### src/pkg/serial_defines.vh
`ifndef SERIAL_DEFINES_VH
`define SERIAL_DEFINES_VH

// register word offsets on the bus (address bits 4:2)
`define OFS_CONTROL     3'h0
`define OFS_STATUS      3'h1
`define OFS_RX_DATA     3'h2
`define OFS_DIVIDER     3'h3
`define OFS_IRQ_STATUS  3'h4
`define OFS_IRQ_MASK    3'h5

// control register fields
`define CTL_SEL_LO      0
`define CTL_SEL_HI      1
`define CTL_RESERVED    2
`define CTL_SYNC_MODE   7

// clock select codes
`define SEL_INT_NOPIN   2'h0
`define SEL_INT_PINOUT  2'h1
`define SEL_EXT_PININ   2'h2
`define SEL_PROHIBITED  2'h3

// status register fields
`define ST_RX_IDLE      0
`define ST_RX_FULL      1
`define ST_PARITY       2
`define ST_FRAMING      3
`define ST_BREAK        4
`define ST_TX_EMPTY     5
`define ST_TX_DONE      6
`define ST_RX_FAULT     7
`define ST_FRM_CNT_LO   8
`define ST_PAR_CNT_LO   12

// reset values
`define RESET_STATUS    16'h0060
`define RESET_CONTROL   8'h00
`define RESET_DIVIDER   8'h0f
`define RESET_IRQ       3'h0

// interrupt event bits
`define IRQ_RX_BYTE     0
`define IRQ_RX_FAULT    1
`define IRQ_OVERFLOW    2

// receive fifo shape
`define FIFO_DEPTH      16
`define FIFO_AW         4
`define FIFO_DW         10

`endif

### src/serial_clock_status.v
`timescale 1ns/1ps
`default_nettype none
`include "serial_defines.vh"

module serial_clock_status (
    // clock and reset
    input  wire        clock,
    input  wire        rst,
    // wishbone slave
    input  wire [4:2]  wb_adr_i,
    input  wire [31:0] wb_dat_i,
    input  wire [3:0]  wb_sel_i,
    input  wire        wb_we_i,
    input  wire        wb_cyc_i,
    input  wire        wb_stb_i,
    output reg  [31:0] wb_dat_o,
    output reg         wb_ack_o,
    // serial clock pin
    input  wire        sck_in,
    output reg         sck_out,
    output reg         sck_oe,
    // received bytes from the receiver datapath
    input  wire        rx_valid,
    input  wire [7:0]  rx_data,
    input  wire        rx_parity_err,
    input  wire        rx_framing_err,
    // flag set pulses from transmitter and receiver datapaths
    input  wire [7:0]  flag_set,
    // clocking towards the datapaths
    output reg         sample_tick,     // one pulse per base clock period
    output reg         clock_external,  // base clock taken from the pin
    // interrupt
    output reg         irq
);

    // bus decode
    wire req = wb_cyc_i & wb_stb_i & ~wb_ack_o;   // one access per ack
    wire wr  = req & wb_we_i;
    wire rd  = req & ~wb_we_i;

    // software-visible registers, plus the internal arm bits
    reg  [7:0]  control;        // select, reserved, mode
    reg  [7:0]  divider;        // internal base clock divide
    reg  [7:0]  flags;          // status bits 7:0 (bits 3:2 unused here)
    reg  [7:0]  armed;          // flag was read as one
    reg  [2:0]  irq_status;     // sticky events
    reg  [2:0]  irq_mask;       // enables

    // fifo state
    reg  [`FIFO_AW-1:0] wr_ptr;
    reg  [`FIFO_AW-1:0] rd_ptr;
    reg  [`FIFO_AW:0]   fill;           // 0..16
    reg  [3:0]          parity_fault_count;
    reg  [3:0]          framing_fault_count;
    wire [`FIFO_DW-1:0] stored_word;    // registered word from the store

    // pin synchroniser and edge finder
    reg        sck_s1, sck_s2, sck_s3;
    reg        sck_level;
    reg  [7:0] div_cnt;

    wire [1:0] sel       = control[`CTL_SEL_HI:`CTL_SEL_LO];
    wire       sync_mode = control[`CTL_SYNC_MODE];

    // pin direction decode, used only for the pin output enable
    function pin_drives;
        input       mode;
        input [1:0] code;
        begin
            if (mode) begin
                pin_drives = (code == `SEL_INT_NOPIN) | (code == `SEL_INT_PINOUT);
            end else begin
                pin_drives = (code == `SEL_INT_PINOUT);
            end
        end
    endfunction

    // external clock decode
    function pin_is_clock;
        input [1:0] code;
        begin
            pin_is_clock = (code == `SEL_EXT_PININ);
        end
    endfunction

    wire drive_now = pin_drives(sync_mode, sel);
    wire ext_now   = pin_is_clock(sel);

    // fifo push and pop
    wire fifo_full  = (fill == `FIFO_DEPTH);
    wire fifo_empty = (fill == 0);
    wire push       = rx_valid & ~fifo_full;
    wire overflow   = rx_valid & fifo_full;
    wire pop        = rd & (wb_adr_i == `OFS_RX_DATA) & ~fifo_empty;

    // the store reads the head for the next cycle; a word written to that same slot on
    // this edge is not visible through the store yet, so a copy of it is kept instead
    wire [`FIFO_AW-1:0] next_rd_ptr = pop ? rd_ptr + 4'h1 : rd_ptr;   // head slot after this edge
    wire [`FIFO_DW-1:0] push_word   = {rx_framing_err, rx_parity_err, rx_data};
    wire                bypass_hit  = push & (wr_ptr == next_rd_ptr); // new word becomes the head
    reg                 head_bypass;    // head was written on the last edge
    reg  [`FIFO_DW-1:0] bypass_word;    // copy of that word
    wire [`FIFO_DW-1:0] head_word   = head_bypass ? bypass_word : stored_word;
    wire head_par   = head_word[8] & ~fifo_empty;
    wire head_frm   = head_word[9] & ~fifo_empty;

    // storage; read address is the next head so the flop holds the head word after each edge
    rx_fifo_store u_store (
        .clock      (clock),
        .write_en   (push),
        .write_addr (wr_ptr),
        .write_data (push_word),
        .read_addr  (next_rd_ptr),
        .read_data  (stored_word)
    );

    // pointers, fill level and error counts
    always @(posedge clock) begin
        if (rst) begin
            wr_ptr              <= 4'h0;
            rd_ptr              <= 4'h0;
            fill                <= 5'h00;
            parity_fault_count  <= 4'h0;
            framing_fault_count <= 4'h0;
            head_bypass         <= 1'b0;
            bypass_word         <= 10'h000;
        end else begin
            if (push) begin
                wr_ptr <= wr_ptr + 4'h1;
            end
            head_bypass <= bypass_hit;
            bypass_word <= push_word;
            if (pop) begin
                rd_ptr <= rd_ptr + 4'h1;
            end
            if (push & ~pop) begin
                fill <= fill + 5'h01;
            end else if (pop & ~push) begin
                fill <= fill - 5'h01;
            end
            // four bits wrap, so a fifo full of errors reads zero
            parity_fault_count <= parity_fault_count
                                + {3'h0, push & rx_parity_err}
                                - {3'h0, pop & head_par};
            framing_fault_count <= framing_fault_count
                                 + {3'h0, push & rx_framing_err}
                                 - {3'h0, pop & head_frm};
        end
    end

    // control, divider and mask writes; byte lane 0 only
    always @(posedge clock) begin
        if (rst) begin
            control  <= `RESET_CONTROL;
            divider  <= `RESET_DIVIDER;
            irq_mask <= `RESET_IRQ;
        end else if (wr & wb_sel_i[0]) begin
            case (wb_adr_i)
                `OFS_CONTROL: begin
                    // the reserved bit never stores; software should order mode before select
                    control <= wb_dat_i[7:0] & ~(8'h01 << `CTL_RESERVED);
                end
                `OFS_DIVIDER: begin
                    divider <= wb_dat_i[7:0];
                end
                `OFS_IRQ_MASK: begin
                    irq_mask <= wb_dat_i[2:0];
                end
                default: begin
                    control <= control;
                end
            endcase
        end
    end

    // status flags: hardware sets, software clears after a read of one
    wire st_read  = rd & (wb_adr_i == `OFS_STATUS);
    wire st_write = wr & (wb_adr_i == `OFS_STATUS) & wb_sel_i[0];
    wire [7:0] hw_set;
    assign hw_set[`ST_RX_IDLE]  = flag_set[`ST_RX_IDLE];
    assign hw_set[`ST_RX_FULL]  = flag_set[`ST_RX_FULL] | (push & (fill == `FIFO_DEPTH - 1));
    assign hw_set[`ST_PARITY]   = 1'b0;
    assign hw_set[`ST_FRAMING]  = 1'b0;
    assign hw_set[`ST_BREAK]    = flag_set[`ST_BREAK];
    assign hw_set[`ST_TX_EMPTY] = flag_set[`ST_TX_EMPTY];
    assign hw_set[`ST_TX_DONE]  = flag_set[`ST_TX_DONE];
    assign hw_set[`ST_RX_FAULT] = flag_set[`ST_RX_FAULT] | (push & (rx_parity_err | rx_framing_err));

    // per-flag next values; one process below owns both vectors
    wire [7:0] next_flags;
    wire [7:0] next_armed;
    localparam [15:0] status_init = `RESET_STATUS;   // low byte seeds the flags

    genvar i;
    generate
        for (i = 0; i < 8; i = i + 1) begin : g_flag
            if (i == `ST_PARITY || i == `ST_FRAMING) begin : g_ro
                // these two positions are live views of the head entry
                assign next_flags[i] = 1'b0;
                assign next_armed[i] = 1'b0;
            end else begin : g_rw
                wire clear_now = st_write & ~wb_dat_i[i] & armed[i];
                // a write of one is simply not a clear: it can never set; set wins over a clear
                assign next_flags[i] = hw_set[i] | (flags[i] & ~clear_now);
                // a fresh set must be read again before a zero write counts
                assign next_armed[i] = (clear_now | hw_set[i]) ? 1'b0 : (armed[i] | (st_read & flags[i]));
            end
        end
    endgenerate

    // flag and arm registers
    always @(posedge clock) begin
        if (rst) begin
            flags <= status_init[7:0];
            armed <= 8'h00;
        end else begin
            flags <= next_flags;
            armed <= next_armed;
        end
    end

    // assembled status word
    wire [15:0] status_word = {parity_fault_count, framing_fault_count,
                               flags[7:4], head_frm, head_par, flags[1:0]};

    // interrupt events, write one to clear, set wins
    wire [2:0] irq_evt;
    assign irq_evt[`IRQ_RX_BYTE]  = push;
    assign irq_evt[`IRQ_RX_FAULT] = push & (rx_parity_err | rx_framing_err);
    assign irq_evt[`IRQ_OVERFLOW] = overflow;
    wire [2:0] irq_clr = (wr & (wb_adr_i == `OFS_IRQ_STATUS) & wb_sel_i[0]) ? wb_dat_i[2:0] : 3'h0;

    // sticky events and level output
    always @(posedge clock) begin
        if (rst) begin
            irq_status <= `RESET_IRQ;
            irq        <= 1'b0;
        end else begin
            irq_status <= irq_evt | (irq_status & ~irq_clr);
            irq        <= |(irq_status & irq_mask);
        end
    end

    // bus answer: ack one cycle after the request, data with it
    always @(posedge clock) begin
        if (rst) begin
            wb_ack_o <= 1'b0;
            wb_dat_o <= 32'h00000000;
        end else begin
            wb_ack_o <= req;
            wb_dat_o <= 32'h00000000;
            if (rd) begin
                case (wb_adr_i)
                    `OFS_CONTROL:    wb_dat_o <= {24'h000000, control};     // bit 2 always zero
                    `OFS_STATUS:     wb_dat_o <= {16'h0000, status_word};
                    `OFS_RX_DATA:    wb_dat_o <= {24'h000000, fifo_empty ? 8'h00 : head_word[7:0]};
                    `OFS_DIVIDER:    wb_dat_o <= {24'h000000, divider};
                    `OFS_IRQ_STATUS: wb_dat_o <= {29'h00000000, irq_status};
                    `OFS_IRQ_MASK:   wb_dat_o <= {29'h00000000, irq_mask};
                    default:         wb_dat_o <= 32'h00000000;              // unmapped reads zero
                endcase
            end
        end
    end

    // pin synchroniser: a change counts once stages two and three agree
    always @(posedge clock) begin
        if (rst) begin
            sck_s1    <= 1'b0;
            sck_s2    <= 1'b0;
            sck_s3    <= 1'b0;
            sck_level <= 1'b0;
        end else begin
            sck_s1 <= sck_in;
            sck_s2 <= sck_s1;
            sck_s3 <= sck_s2;
            if (sck_s2 == sck_s3) begin
                sck_level <= sck_s3;
            end
        end
    end

    wire ext_rise = (sck_s2 == sck_s3) & sck_s3 & ~sck_level;

    // internal base clock divider; the pin output toggles on each tick
    wire int_tick = (div_cnt == divider);

    always @(posedge clock) begin
        if (rst) begin
            div_cnt        <= 8'h00;
            sck_out        <= 1'b0;
            sck_oe         <= 1'b0;
            sample_tick    <= 1'b0;
            clock_external <= 1'b0;
        end else begin
            div_cnt <= int_tick ? 8'h00 : div_cnt + 8'h01;
            sck_oe  <= drive_now;
            if (int_tick) begin
                sck_out <= ~sck_out;                                // 16x bit rate in async
            end
            clock_external <= ext_now;
            // prohibited code stops the base clock rather than guessing
            if (sel == `SEL_PROHIBITED) begin
                sample_tick <= 1'b0;
            end else if (ext_now) begin
                sample_tick <= ext_rise;
            end else begin
                sample_tick <= int_tick & ~sck_out;                 // pin input ignored
            end
        end
    end

endmodule // serial_clock_status
`default_nettype wire

### src/rx_fifo_store.v
`timescale 1ns/1ps
`default_nettype none
`include "serial_defines.vh"

// receive fifo storage: one write port, registered read port
module rx_fifo_store (
    // clock
    input  wire                     clock,
    // write side
    input  wire                     write_en,   // store word this edge
    input  wire [`FIFO_AW-1:0]      write_addr,
    input  wire [`FIFO_DW-1:0]      write_data,
    // read side
    input  wire [`FIFO_AW-1:0]      read_addr,
    output reg  [`FIFO_DW-1:0]      read_data   // one cycle behind read_addr
);

    reg [`FIFO_DW-1:0] mem [0:`FIFO_DEPTH-1];   // no reset: contents are don't-care until written

    // write, and register the read so the head word comes out of a flop
    always @(posedge clock) begin
        if (write_en) begin
            mem[write_addr] <= write_data;
        end
        read_data <= mem[read_addr];
    end

endmodule // rx_fifo_store
`default_nettype wire

### config.mk
export PLATFORM = sky130hd
export DESIGN_NAME = serial_clock_status
export DESIGN_NICKNAME = d
export VERILOG_FILES = /design/src/serial_clock_status.v /design/src/rx_fifo_store.v
export VERILOG_INCLUDE_DIRS = /design/src /design/src/pkg
export SDC_FILE = /design/constraint.sdc
export NUM_CORES = 1
export LEC_CHECK = 0
export BUFFER_PORTS_ARGS = -buffer_cell sky130_fd_sc_hd__buf_2
export CAP_MARGIN = 25
export CORE_UTILIZATION = 60
export CTS_CLUSTER_DIAMETER = 40
export DETAILED_ROUTE_END_ITERATION = 8
export PLACE_DENSITY = 0.81
export SYNTH_ARGS = -nofsm -noshare
export SYNTH_HDL_FRONTEND = slang
export SYNTH_SLANG_ARGS = --single-unit
### constraint.sdc
create_clock -name clock -period 4.5 [get_ports clock]
set_clock_uncertainty 0.2 [all_clocks]
set_input_delay 0.45 -clock clock [delete_from_list [all_inputs] [get_ports clock]]
set_output_delay 0.45 -clock clock [all_outputs]
set_load 0.01 [all_outputs]
# Yosys cells after proc, flatten, opt, wreduce, memory -nomap -nowiden
# Memories as Yosys holds them, arrays and structs flattened. A register that Yosys moved wholly into a read port is not among the register bits.
# Index checks and enable logic that the tools add are counted.
# W data, S select, Z words.
# classes
add_sub_neg	9
eq_ne	13
muxes	11
bitwise	99
n_reduce_logical	17
# op_table
cell	count
$pmux W16 S6	1
$and A1 B1 Y1	52
$or A1 B1 Y1	22
$not A1 Y1	21
$reduce_or A2 Y1	9
$mux W10	1
$mux W5	2
$add A4 B1 Y4	2
$add A4 B1 Y4 const B	2
$add A8 B1 Y8 const B	1
$eq A8 B8 Y1	1
$mux W8	1
$sub A4 B1 Y4	2
$and A3 B3 Y3	2
$eq A3 B2 Y1 const B	2
$eq A3 B3 Y1 const B	2
$reduce_and A2 Y1	3
$add A5 B1 Y5 const B	1
$eq A5 B4 Y1 const B	1
$eq A5 B5 Y1 const B	1
$logic_not A5 Y1	1
$sub A5 B1 Y5 const B	1
$eq A2 B2 Y1 const B	2
$eq A4 B4 Y1	1
12 further kinds	15
# totals
regBits	115
ramBits	160
output_inout_bits	38
elab_cells	180
n_memories	1
# mem_list
memory	depth	word_bits	read_ports	rd_clocked_by_memory_dff	write_ports	line_no	text
u_store.mem	16	10	1	1	1	rx_fifo_store.v:18	reg [`FIFO_DW-1:0] mem [0:`FIFO_DEPTH-1];

# Longest topological paths before layout
# Gate-level depths: netlist of run 1.
# logic_depth
word_depth	10
mapped_depth	16
ltp_nobuf	13

# Cells and area by module
# From an unflattened synthesis of run 1, not the netlist that was laid out.
# unflattened
hier_cells	749
area_unflattened_um2	10887.9
# modules_own_cells
module	instances	cells_each	area_per_inst_um2	seq_area_each_um2
rx_fifo_store	1	279	6353.6	5004.8
serial_clock_status	1	470	4534.3	1981.9

# Least setup slack after synthesis of run 1
# No wires, ideal clock.
# synth_path
path_kind	reg2reg
startpoint	register fill[0]
endpoint	register fill[4]
setup_time_ns	0.070
arrival_time_ns	3.266
required_time_ns	4.230
slack_ns	0.964
path_stages_with_launch	16
path_buffers	3
synth_period_minus_slack_ns	3.536
path_cell_list	dfxtp_1 -> or4_1 -> buf_2 -> o21ai_4 -> nor2_2 -> inv_4 -> buf_2 -> buf_2 -> ha_1 -> inv_1 -> fa_1 -> a21o_1 -> a21oi_1 -> xnor2_1 -> or3_1 -> a21oi_1
# synth_via
elab_chain_len	6
# synth_rtl
element	line_no	text
start: declaration	serial_clock_status.v:52	reg [`FIFO_AW:0] fill;
start signal: assignment	serial_clock_status.v:137	fill <= fill + 5'h01;
start signal: assignment	serial_clock_status.v:139	fill <= fill - 5'h01;
branches (longest 6 deep; another with $sub A5 B1 Y5)	n/a	
# Parallel ways; which one is timed is not known. The select of a mux whose other input is x is not followed.
# A chain may end at the register's enable or synchronous reset.

# Worst setup path in the final report of run 1
# layout_path
startpoint	register fill[0]
endpoint	register u_store.read_data[4], read port of u_store.mem
# layout_via
elab_chain_len	4
# layout_rtl
element	line_no	text
$logic_not A5 Y1	serial_clock_status.v:91	wire fifo_empty = (fill == 0);
$not A1 Y1	serial_clock_status.v:94	wire pop = rd & (wb_adr_i == `OFS_RX_DATA) & ~fifo_empty;
$and A1 B1 Y1	serial_clock_status.v:94	
$mux W4	n/a	
end: declaration	rx_fifo_store.v:15	output reg [`FIFO_DW-1:0] read_data
# Every way passes these cells.

==> impl_metrics.ini, run 1 <==
[placed_design]
placedInstanceArea_um2 = 12800
port-buffer-count = 56
dpl.hpwl_um = 18100
globalplace.congestion = 0.861

[drt]
vias = 8815
first_pass_iters = 6
ant_nets = 0
drc_errors = 0
wirelength_um = 28900
via_per_inst = 6.19
drt_iter0_markers = 730
wl_per_cell_um = 20.3

[sta]
fmax_ghz = 0.252
setup_tns_ps = 0
fin_crit_ps = 3960
slew_violations = 0
period_share_pct = 88.0
worst_pin_slew_ps = 1070
finalSetupViolations = 0
slew-limit-headroom_pct = 28.6
hold_viol = 0
rsz0062_at_grt = no

[power_and_ir_drop]
p_per_area_nw_per_um2 = 421
finalPower_uw = 5880
leakage_uw = 0.00511
vdd_drop_max_mv = 0.305

[clock_network]
cts.sinks = 269
cts_tree = built
root_buffer = clkbuf_16
cts.clk_slew.worst_paths_ps = 60
clock_path_buffers = 3
cts_made_buffers = 34
clk-insertion-delay-late_ps = 510
cts_resized = 0
h-tree-depth = 2
cts_setup_buffers = 0

[global_routing]
grt_use_total_pct = 27.2
grt_pass1_wl_um = 44900
antenna_found_initial = 1
gr-total-overflow = 0
grt_pass1_vias = 8437
grt_max_degree = 66

[min_path]
hp-class = input port to flip-flop
hp-start = wb_dat_i[2]
holdPathEnd = divider[2]
worstHoldPathCells = 3

[die]
die_y_um = 145
die_area_um2 = 21200
start_util_pct = 61.0
ios = 102
die-width_um = 145
core_um2 = 20200
rows = 52

[setup_path]
start_kind = flip-flop
r2r_setup_slack_ps = 540
crit_arrival_ps = 4210
r2r-start = fill[0]
path_common_cell = buf_4
critPathCaptureType = flip-flop
cp_slowest_cell = or4_1
cp_max_fo = 34
cp.required_ps = 4750
path_cells = or4_1 -> o21ai_4 -> nor2_2 -> inv_4 -> buf_4 -> buf_4 -> o211a_1 -> o22ai_1 -> o41ai_1 -> or3_1
worstRegToRegCells = 10
critPathMaxStageDelay_ps = 690
reg2reg_to = u_store.read_data[4]
critPathKind = flip-flop to flip-flop

[synthesis]
ys_ff_latch = 269
synth_top_flop_cell = edfxtp_1
synth_cells = 1075
synth_most_common_cell = edfxtp_1
avgSynthCellArea_um2 = 11.5
yosysSeqAreaShare_pct = 56.6
synth.distinct_cells = 67
yosysTopAreaCell = edfxtp_1
ys_top_cells_by_area = edfxtp_1, dfxtp_1, mux2i_1
async_reset_ff_share_pct = 0
synth_top_cells_by_count = edfxtp_1, nor2_1, mux2i_1
synth_area_um2 = 12400
yosys.area.top_type_share_pct = 38.9
synth_edf_count = 160
ys_warn_count = 0

[finish]
drive_above_1_share_pct = 13.4
final_area_um2 = 14000
fillers = 1381
nets = 1215
area_growth_pct = 13.0

[status]
status = completed

[run]
drv_cap = 0
==> kinds of logic after synthesis <==
family          count (synthesis)  synth area share, %
other cells                     1               0.0304
compound gates                196                 11.7
xor+xnor                       37                 2.62
fa+ha+maj                      22                 2.41
buf+inv                       103                 3.89
flops                         269                 56.6
simple gates                  326                 12.4
mux                           121                 10.4
==> metrics by stage <==
step	instances	hold WS [ps]	setup slack [ps]	util [%]
after floorplan	1090	214	964	-
after global placement	1352	230	755	63.2
after detailed placement	1352	224	678	63.2
after CTS	1419	12.9	585	68.9
after global routing	1422	41.6	429	69.0
final	1423	27.8	538	69.0
==> registers in the layout, indices dropped and copies added, names as in the netlist, 3 cells and up <==
register / cells
irq_mask: 3
u_store.mem: 160
divider: 8
fill: 5
armed: 6
parity_fault_count: 4
div_cnt: 8
framing_fault_count: 4
flags: 6
bypass_word: 10
irq_status: 3
u_store.read_data: 10
wb_dat_o: 16
control: 7
wr_ptr: 4
rd_ptr: 4
==> layer usage <==
layer	GRT usage [%]	vias to the layer above	routed length, µm
met1	35.7	4299	11700
li1	-	4050	-
met2	45.5	396	14000
met4	10.7	0	869
met5	0	-	0
met3	4.36	70	2290
==> how the worst max path moves through the flow <==
| stage | from | end | cells past startpoint |
|---|---|---|---|
| global placement | fill[0] | u_store.read_data[3] | 10 |
| finish | fill[0] | u_store.read_data[4] | 10 |
| global route | fill[0] | u_store.read_data[3] | 10 |
| detailed placement | fill[0] | u_store.read_data[4] | 10 |
| CTS | fill[0] | u_store.read_data[4] | 10 |
| floorplan | fill[0] | fill[4] | 15 |
==> power by group <==
part	total [µW]	leakage [µW]	switching (µW)	internal [µW]
Clock	2530	0.000513	1010	1520
Sequential	2800	0.00234	83.6	2710
Combinational	550	0.00226	328	222
Total	5880	0.00511	1420	4460
==> cell usage in the layout (no fill, tap or decap), types with 18 or more instances in the layout <==
master	synthesis	routed
nor3_1	21	20
nor2_1	142	142
clkbuf_16	0	35
o221ai_1	22	22
dfxtp_1	109	107
a21oi_1	62	62
mux2i_1	112	112
xnor2_1	24	24
buf_4	17	21
a221oi_1	27	27
nor2b_1	24	24
o211a_1	19	19
nand2_1	57	57
inv_1	18	18
ha_1	19	18
buf_2	10	56
edfxtp_1	160	160
==> timing repair <==
item	in CTS	in global routing
hold buffers	8	0
endpoints found under the hold margin	14	0
setup endpoints to repair	0	0
==> critical path: cells and delay by family (launching register included) <==
| family | cells | cell delay [ps] |
|---|---|---|
| buffers and inverters | 3 | 1110 |
| flip-flops | 1 | 370 |
| AND/OR/NAND/NOR | 3 | 1020 |
| AO/OA/AOI/OAI | 4 | 1170 |
==> layout make-up <==
cell class	instances	area (µm²)	share of cell area [%]
Sequential cell	269	6990	50.1
Clock inverter	18	146	1.05
Inverter	21	81.3	0.582
Timing Repair Buffer	85	518	3.71
Antenna cell	1	2.50	0.0179
Tap cell	270	338	2.42
Clock buffer	41	918	6.58
Multi-Input combinational cell	718	4970	35.6
Power figures use the tool's default switching activity.
==> inputs of run 2 (changes only) <==
--- a/config.mk
+++ b/config.mk
@@ -8,10 +8,10 @@
 export LEC_CHECK = 0
 export BUFFER_PORTS_ARGS = -buffer_cell sky130_fd_sc_hd__buf_2
 export CAP_MARGIN = 25
-export CORE_UTILIZATION = 60
+export CORE_UTILIZATION = 55
 export CTS_CLUSTER_DIAMETER = 40
 export DETAILED_ROUTE_END_ITERATION = 8
-export PLACE_DENSITY = 0.81
+export PLACE_DENSITY = 0.75
 export SYNTH_ARGS = -nofsm -noshare
 export SYNTH_HDL_FRONTEND = slang
 export SYNTH_SLANG_ARGS = --single-unit
==> run 2 against run 1 <==
Net effect: non-clock buffer count up 8; critical path depth down 1; global-route usage down 1.4 points; largest power group is now the clock network; via count up 1.6%; clock-buffer cell count up 16; clock power up 23%; critical path type unchanged; utilization down 3.5 points; critical endpoint is now u_store.read_data[3]; sequential power about the same; flip-flop and latch count unchanged.
==> impl_metrics.ini, run 2 (same netlist as run 1, synthesis figures left out) <==
[drt]
via_per_inst = 6.16
wl_per_cell_um = 20.8
drc_errors = 0
vias = 8960
first_pass_iters = 6
ant_nets = 0
drt_iter0_markers = 658
wirelength_um = 30200

[finish]
max_flop_register = u_store.mem
post-route-util_pct = 65.6
area_growth_pct = 16.2
reg_top3 = u_store.mem x160, wb_dat_o x16
fillers = 1629
drive_above_1_share_pct = 14.6
layout_common_cells = edfxtp_1, nor2_1, mux2i_1, dfxtp_1, a21oi_1
largest_reg_flops = 160
nets = 1229
final_common_cell = edfxtp_1
antenna_cells = 0

[die]
core_um2 = 21900
rows = 54
start_util_pct = 56.4
ios = 102
die_y_um = 152
die_area_um2 = 23100
die-width_um = 152

[sta]
slew-limit-headroom_pct = 31.8
finalSetupViolations = 0
hold_viol = 0
rsz0062_at_grt = no
period_share_pct = 87.1
slew_violations = 0
setup_tns_ps = 0
fin_crit_ps = 3920
fmax_ghz = 0.255
worst_pin_slew_ps = 1020

[setup_path]
r2r-start = fill[0]
crit_start = fill[0]
critPathKind = flip-flop to flip-flop
worstRegToRegCells = 9
cp_max_fo = 40
start_kind = flip-flop
critPathCaptureType = flip-flop
reg2reg_to = u_store.read_data[3]
r2r_setup_slack_ps = 580
crit_arrival_ps = 4170
cp.required_ps = 4750

[power_and_ir_drop]
p_per_area_nw_per_um2 = 450
vdd_drop_max_mv = 0.442
leakage_uw = 0.00530

[clock_network]
cts.sinks = 269
root_buffer = clkbuf_16
clk-insertion-delay-late_ps = 520
cts_resized = 0
h-tree-depth = 2
cts_tree = built
cts.clk_slew.worst_paths_ps = 60
cts_made_buffers = 40
clock_path_buffers = 3

[global_routing]
grt_pass1_wl_um = 46500
grt_use_total_pct = 25.8
antenna_found_initial = 0
grt_pass1_vias = 8555
grt_max_degree = 128
gr-total-overflow = 0

[run]
drv_cap = 0

[placed_design]
dpl.hpwl_um = 18400
globalplace.congestion = 0.896
port-buffer-count = 56

[min_path]
hp-class = input port to flip-flop
hp-start = wb_dat_i[5]
holdPathEnd = control[5]
worstHoldPathCells = 3

[status]
status = completed
run 2: how the worst max path moves through the flow:
stage | to | slack [ps] | depth (start not counted)
global route | u_store.read_data[3] | 420 | 9
finish | u_store.read_data[3] | 580 | 9
CTS | u_store.read_data[3] | 630 | 9
floorplan | fill[4] | 960 | 15
global placement | u_store.read_data[3] | 750 | 9
detailed placement | fill[4] | 710 | 12
run 2: stage by stage:
stage / worst slack [ps] / instance area, µm² / power, µW / std cells / hold WS [ps]
detailed placement: 712 / 12800 / 3370 / 1363 / 248
global route: 417 / 14400 / 6660 / 1455 / 45.6
CTS: 628 / 14300 / 6490 / 1446 / 21.7
floorplan: 964 / 12400 / 3210 / 1090 / 214
global placement: 750 / 12800 / 3350 / 1363 / 226
finish: 579 / 14400 / 6460 / 1455 / 32.1
run 2: critical path, stage by stage (launching register included):
cell     delay [ps]
dfxtp_1         370
or4_1           680
o21ai_4         350
nor2_2          100
inv_4           360
mux2i_4         550
buf_4           330
nor2_1           60
nor4_1          590
or3_1           240
run 2: report_power, final:
| part | switching, µW | internal [µW] |
|---|---|---|
| logic | 324 | 223 |
| registers | 80.1 | 2710 |
| clock network | 1120 | 2000 |
run 2: cell type report:
| cell class | count | area [µm²] | area share, % |
|---|---|---|---|
| sequential | 269 | 6990 | 48.7 |
| clock buffer | 57 | 1170 | 8.15 |
| multi-input combinational | 718 | 4960 | 34.6 |
| tap | 280 | 350 | 2.44 |
| timing repair buffer | 93 | 601 | 4.18 |
| clock inverter | 17 | 200 | 1.39 |
| inverter | 21 | 81.3 | 0.567 |
run 2: timing repair:
item	4_1_cts	5_1_grt
endpoints found under the hold margin	15	0
buffers inserted	0	0
hold buffers	9	0
run 2: metal layers:
layer	global-route usage, %	share of wire [%]
met5	0	0
met3	3.96	7.7
met1	34.2	41
met2	42.9	48
met4	10.0	3.2
==> inputs of run 3 (changes only) <==
--- a/config.mk
+++ b/config.mk
@@ -11,7 +11,8 @@
 export CORE_UTILIZATION = 55
 export CTS_CLUSTER_DIAMETER = 40
 export DETAILED_ROUTE_END_ITERATION = 8
-export PLACE_DENSITY = 0.75
+export PLACE_DENSITY = 0.76
 export SYNTH_ARGS = -nofsm -noshare
 export SYNTH_HDL_FRONTEND = slang
+export SYNTH_HIERARCHICAL = 1
 export SYNTH_SLANG_ARGS = --single-unit
==> run 3 against run 2 <==
Net effect: maximum frequency increased by 14%; highest routed layer unchanged; die area decreased by 12%; via count decreased by 28%; setup slack improved by 470 ps.
==> impl_metrics.ini, run 3 <==
[power_and_ir_drop]
p_per_area_nw_per_um2 = 483
leakage_uw = 0.00454
vdd_drop_max_mv = 0.399

[synthesis]
yosysSeqAreaShare_pct = 64.2
synth_top_flop_cell = edfxtp_1
async_reset_ff_share_pct = 0
synth.distinct_cells = 62
avgSynthCellArea_um2 = 14.5
yosys.area.top_type_share_pct = 44.1
ys_warn_count = 6
synth_most_common_cell = edfxtp_1
synth_edf_count = 160
ys_ff_latch = 269
synth_area_um2 = 10900
yosysTopAreaCell = edfxtp_1
synth_cells = 749
synth_top_cells_by_count = edfxtp_1, dfxtp_1, nor2_1
ys_top_cells_by_area = edfxtp_1, dfxtp_1, mux4_2

[placed_design]
dpl.hpwl_um = 13800
port-buffer-count = 56
dp_slack_ps = 1070
globalplace.congestion = 0.833
dp.cells = 1043

[sta]
fin_crit_ps = 3450
finalSetupViolations = 0
slew-limit-headroom_pct = 27.1
fin_ws_ps = 1050
fmax_ghz = 0.290
holdWs_ps = 37.8
slew_violations = 0
worst_pin_slew_ps = 1090
hold_viol = 0
rsz0062_at_grt = no
setup_tns_ps = 0
period_share_pct = 76.7

[finish]
max_flop_register = u_store/mem
area_growth_pct = 16.2
antenna_cells = 0
final_common_cell = edfxtp_1
drive_above_1_share_pct = 20.5
fillers = 1357
nets = 912
layout_common_cells = edfxtp_1, dfxtp_1, nor2_1, buf_2, clkbuf_16
reg_top3 = u_store/mem x160, wb_dat_o x16
fin_cells = 1119
largest_reg_flops = 160

[min_path]
holdPathEnd = divider[7]
hp-start = wb_dat_i[7]
worstHoldPathCells = 3
hp-class = input port to flip-flop

[drt]
drt_iter0_markers = 487
drc_errors = 0
wirelength_um = 22100
vias = 6487
first_pass_iters = 6
via_per_inst = 5.80
ant_nets = 0
wl_per_cell_um = 19.7

[status]
status = completed

[setup_path]
critPathCaptureType = flip-flop
crit_arrival_ps = 3610
cp_max_fo = 25
r2r_setup_slack_ps = 1050
worstRegToRegCells = 7
critPathKind = flip-flop to flip-flop
start_kind = flip-flop
reg2reg_to = u_store/read_data[9]
cp.required_ps = 4660
r2r-start = fill[0]

[clock_network]
root_buffer = clkbuf_16
cts_tree = built
h-tree-depth = 2
clk-insertion-delay-late_ps = 500
cts.sinks = 269
cts.clk_slew.worst_paths_ps = 60
cts_made_buffers = 35
clock_path_buffers = 3
cts_setup_buffers = 0
cts_resized = 0

[global_routing]
antenna_found_initial = 0
gr-total-overflow = 0
grt_max_degree = 68
grt_pass1_wl_um = 34400
grt_pass1_vias = 6599
grt_use_total_pct = 22.3

[die]
start_util_pct = 55.9
core_um2 = 19500
die-width_um = 143
ios = 102
die_area_um2 = 20400
die_y_um = 143
rows = 51

[run]
drv_cap = 0
[run 3: cell types whose count changed after synthesis, sizes merged, moves of 8 or more]
cell    before  now
nand2       57   24
a22oi        1   26
or3          9    1
a21oi       62   19
o221ai      23    0
a211oi      12    3
mux2i      113   27
o211a       19    0
nor2       143   73
clkbuf      47   18
mux4         5   40
nor3        21    8
a221oi      27    1
[run 3: metrics by stage]
| step | instance area (µm²) | utilization [%] | total power, µW |
|---|---|---|---|
| after floorplan | 10900 | - | 3210 |
| after global placement | 11300 | 58.3 | 3320 |
| after detailed placement | 11300 | 58.3 | 3350 |
| after CTS | 12600 | 64.7 | 6160 |
| after global routing | 12700 | 65.0 | 6330 |
| final | 12700 | 65.0 | 6120 |
[run 3: cell type report]
class | instances | area, µm² | area share [%]
inverter | 12 | 45.0 | 0.356
clock buffer | 40 | 916 | 7.24
tap | 265 | 332 | 2.62
sequential | 269 | 6990 | 55.2
multi-input combinational | 433 | 3630 | 28.7
clock inverter | 22 | 263 | 2.08
timing repair buffer | 78 | 483 | 3.82
[run 3: logic make-up (layout without fill, tap and decap cells)]
group | after synthesis | after routing | synth area share [%]
other cells | 1 | 16 | 0.0344
buf+inv | 62 | 152 | 3.08
compound gates | 88 | 88 | 5.79
xor+xnor | 37 | 37 | 3.10
flops | 269 | 269 | 64.2
fa+ha+maj | 19 | 19 | 2.39
simple gates | 197 | 197 | 9.33
mux | 76 | 76 | 12.1
[run 3: how the worst max path moves through the flow]
stage,from,end,slack (ps),depth (start not counted)
global placement,wb_adr_i[4],u_store/read_data[9],1140,8
global route,fill[0],u_store/read_data[9],920,7
finish,fill[0],u_store/read_data[9],1050,7
CTS,fill[0],u_store/read_data[9],1020,7
detailed placement,wb_adr_i[4],u_store/read_data[9],1070,8
floorplan,fill[0],fill[4],1460,10
[run 3: timing repair]
item | 4_1_cts | 5_1_grt
hold buffers | 7 | 0
endpoints found under the setup margin | 0 | 0
endpoints found under the hold margin | 11 | 0
[run 3: critical path, stage by stage, from the launching register on]
cell and delay [ps]:
dfxtp_1 370, or4_4 610, o2111ai_4 370, mux2_2 680, buf_4 380, mux4_2 360, a22oi_1 240, nand2_1 110
[run 3: power by group]
part	internal [µW]	switching [µW]	leakage (µW)
clock	1760	1040	0.000575
combinational	226	281	0.00163
sequential	2720	87.4	0.00234
total	4710	1410	0.00454
[run 3: metal layers]
metal,wire [µm],vias up,GRT usage [%]
met2,11300,239,39.3
li1,-,2948,-
met5,0,-,0
met3,1450,41,4.53
met4,430,0,7.98
met1,8870,3259,27.4
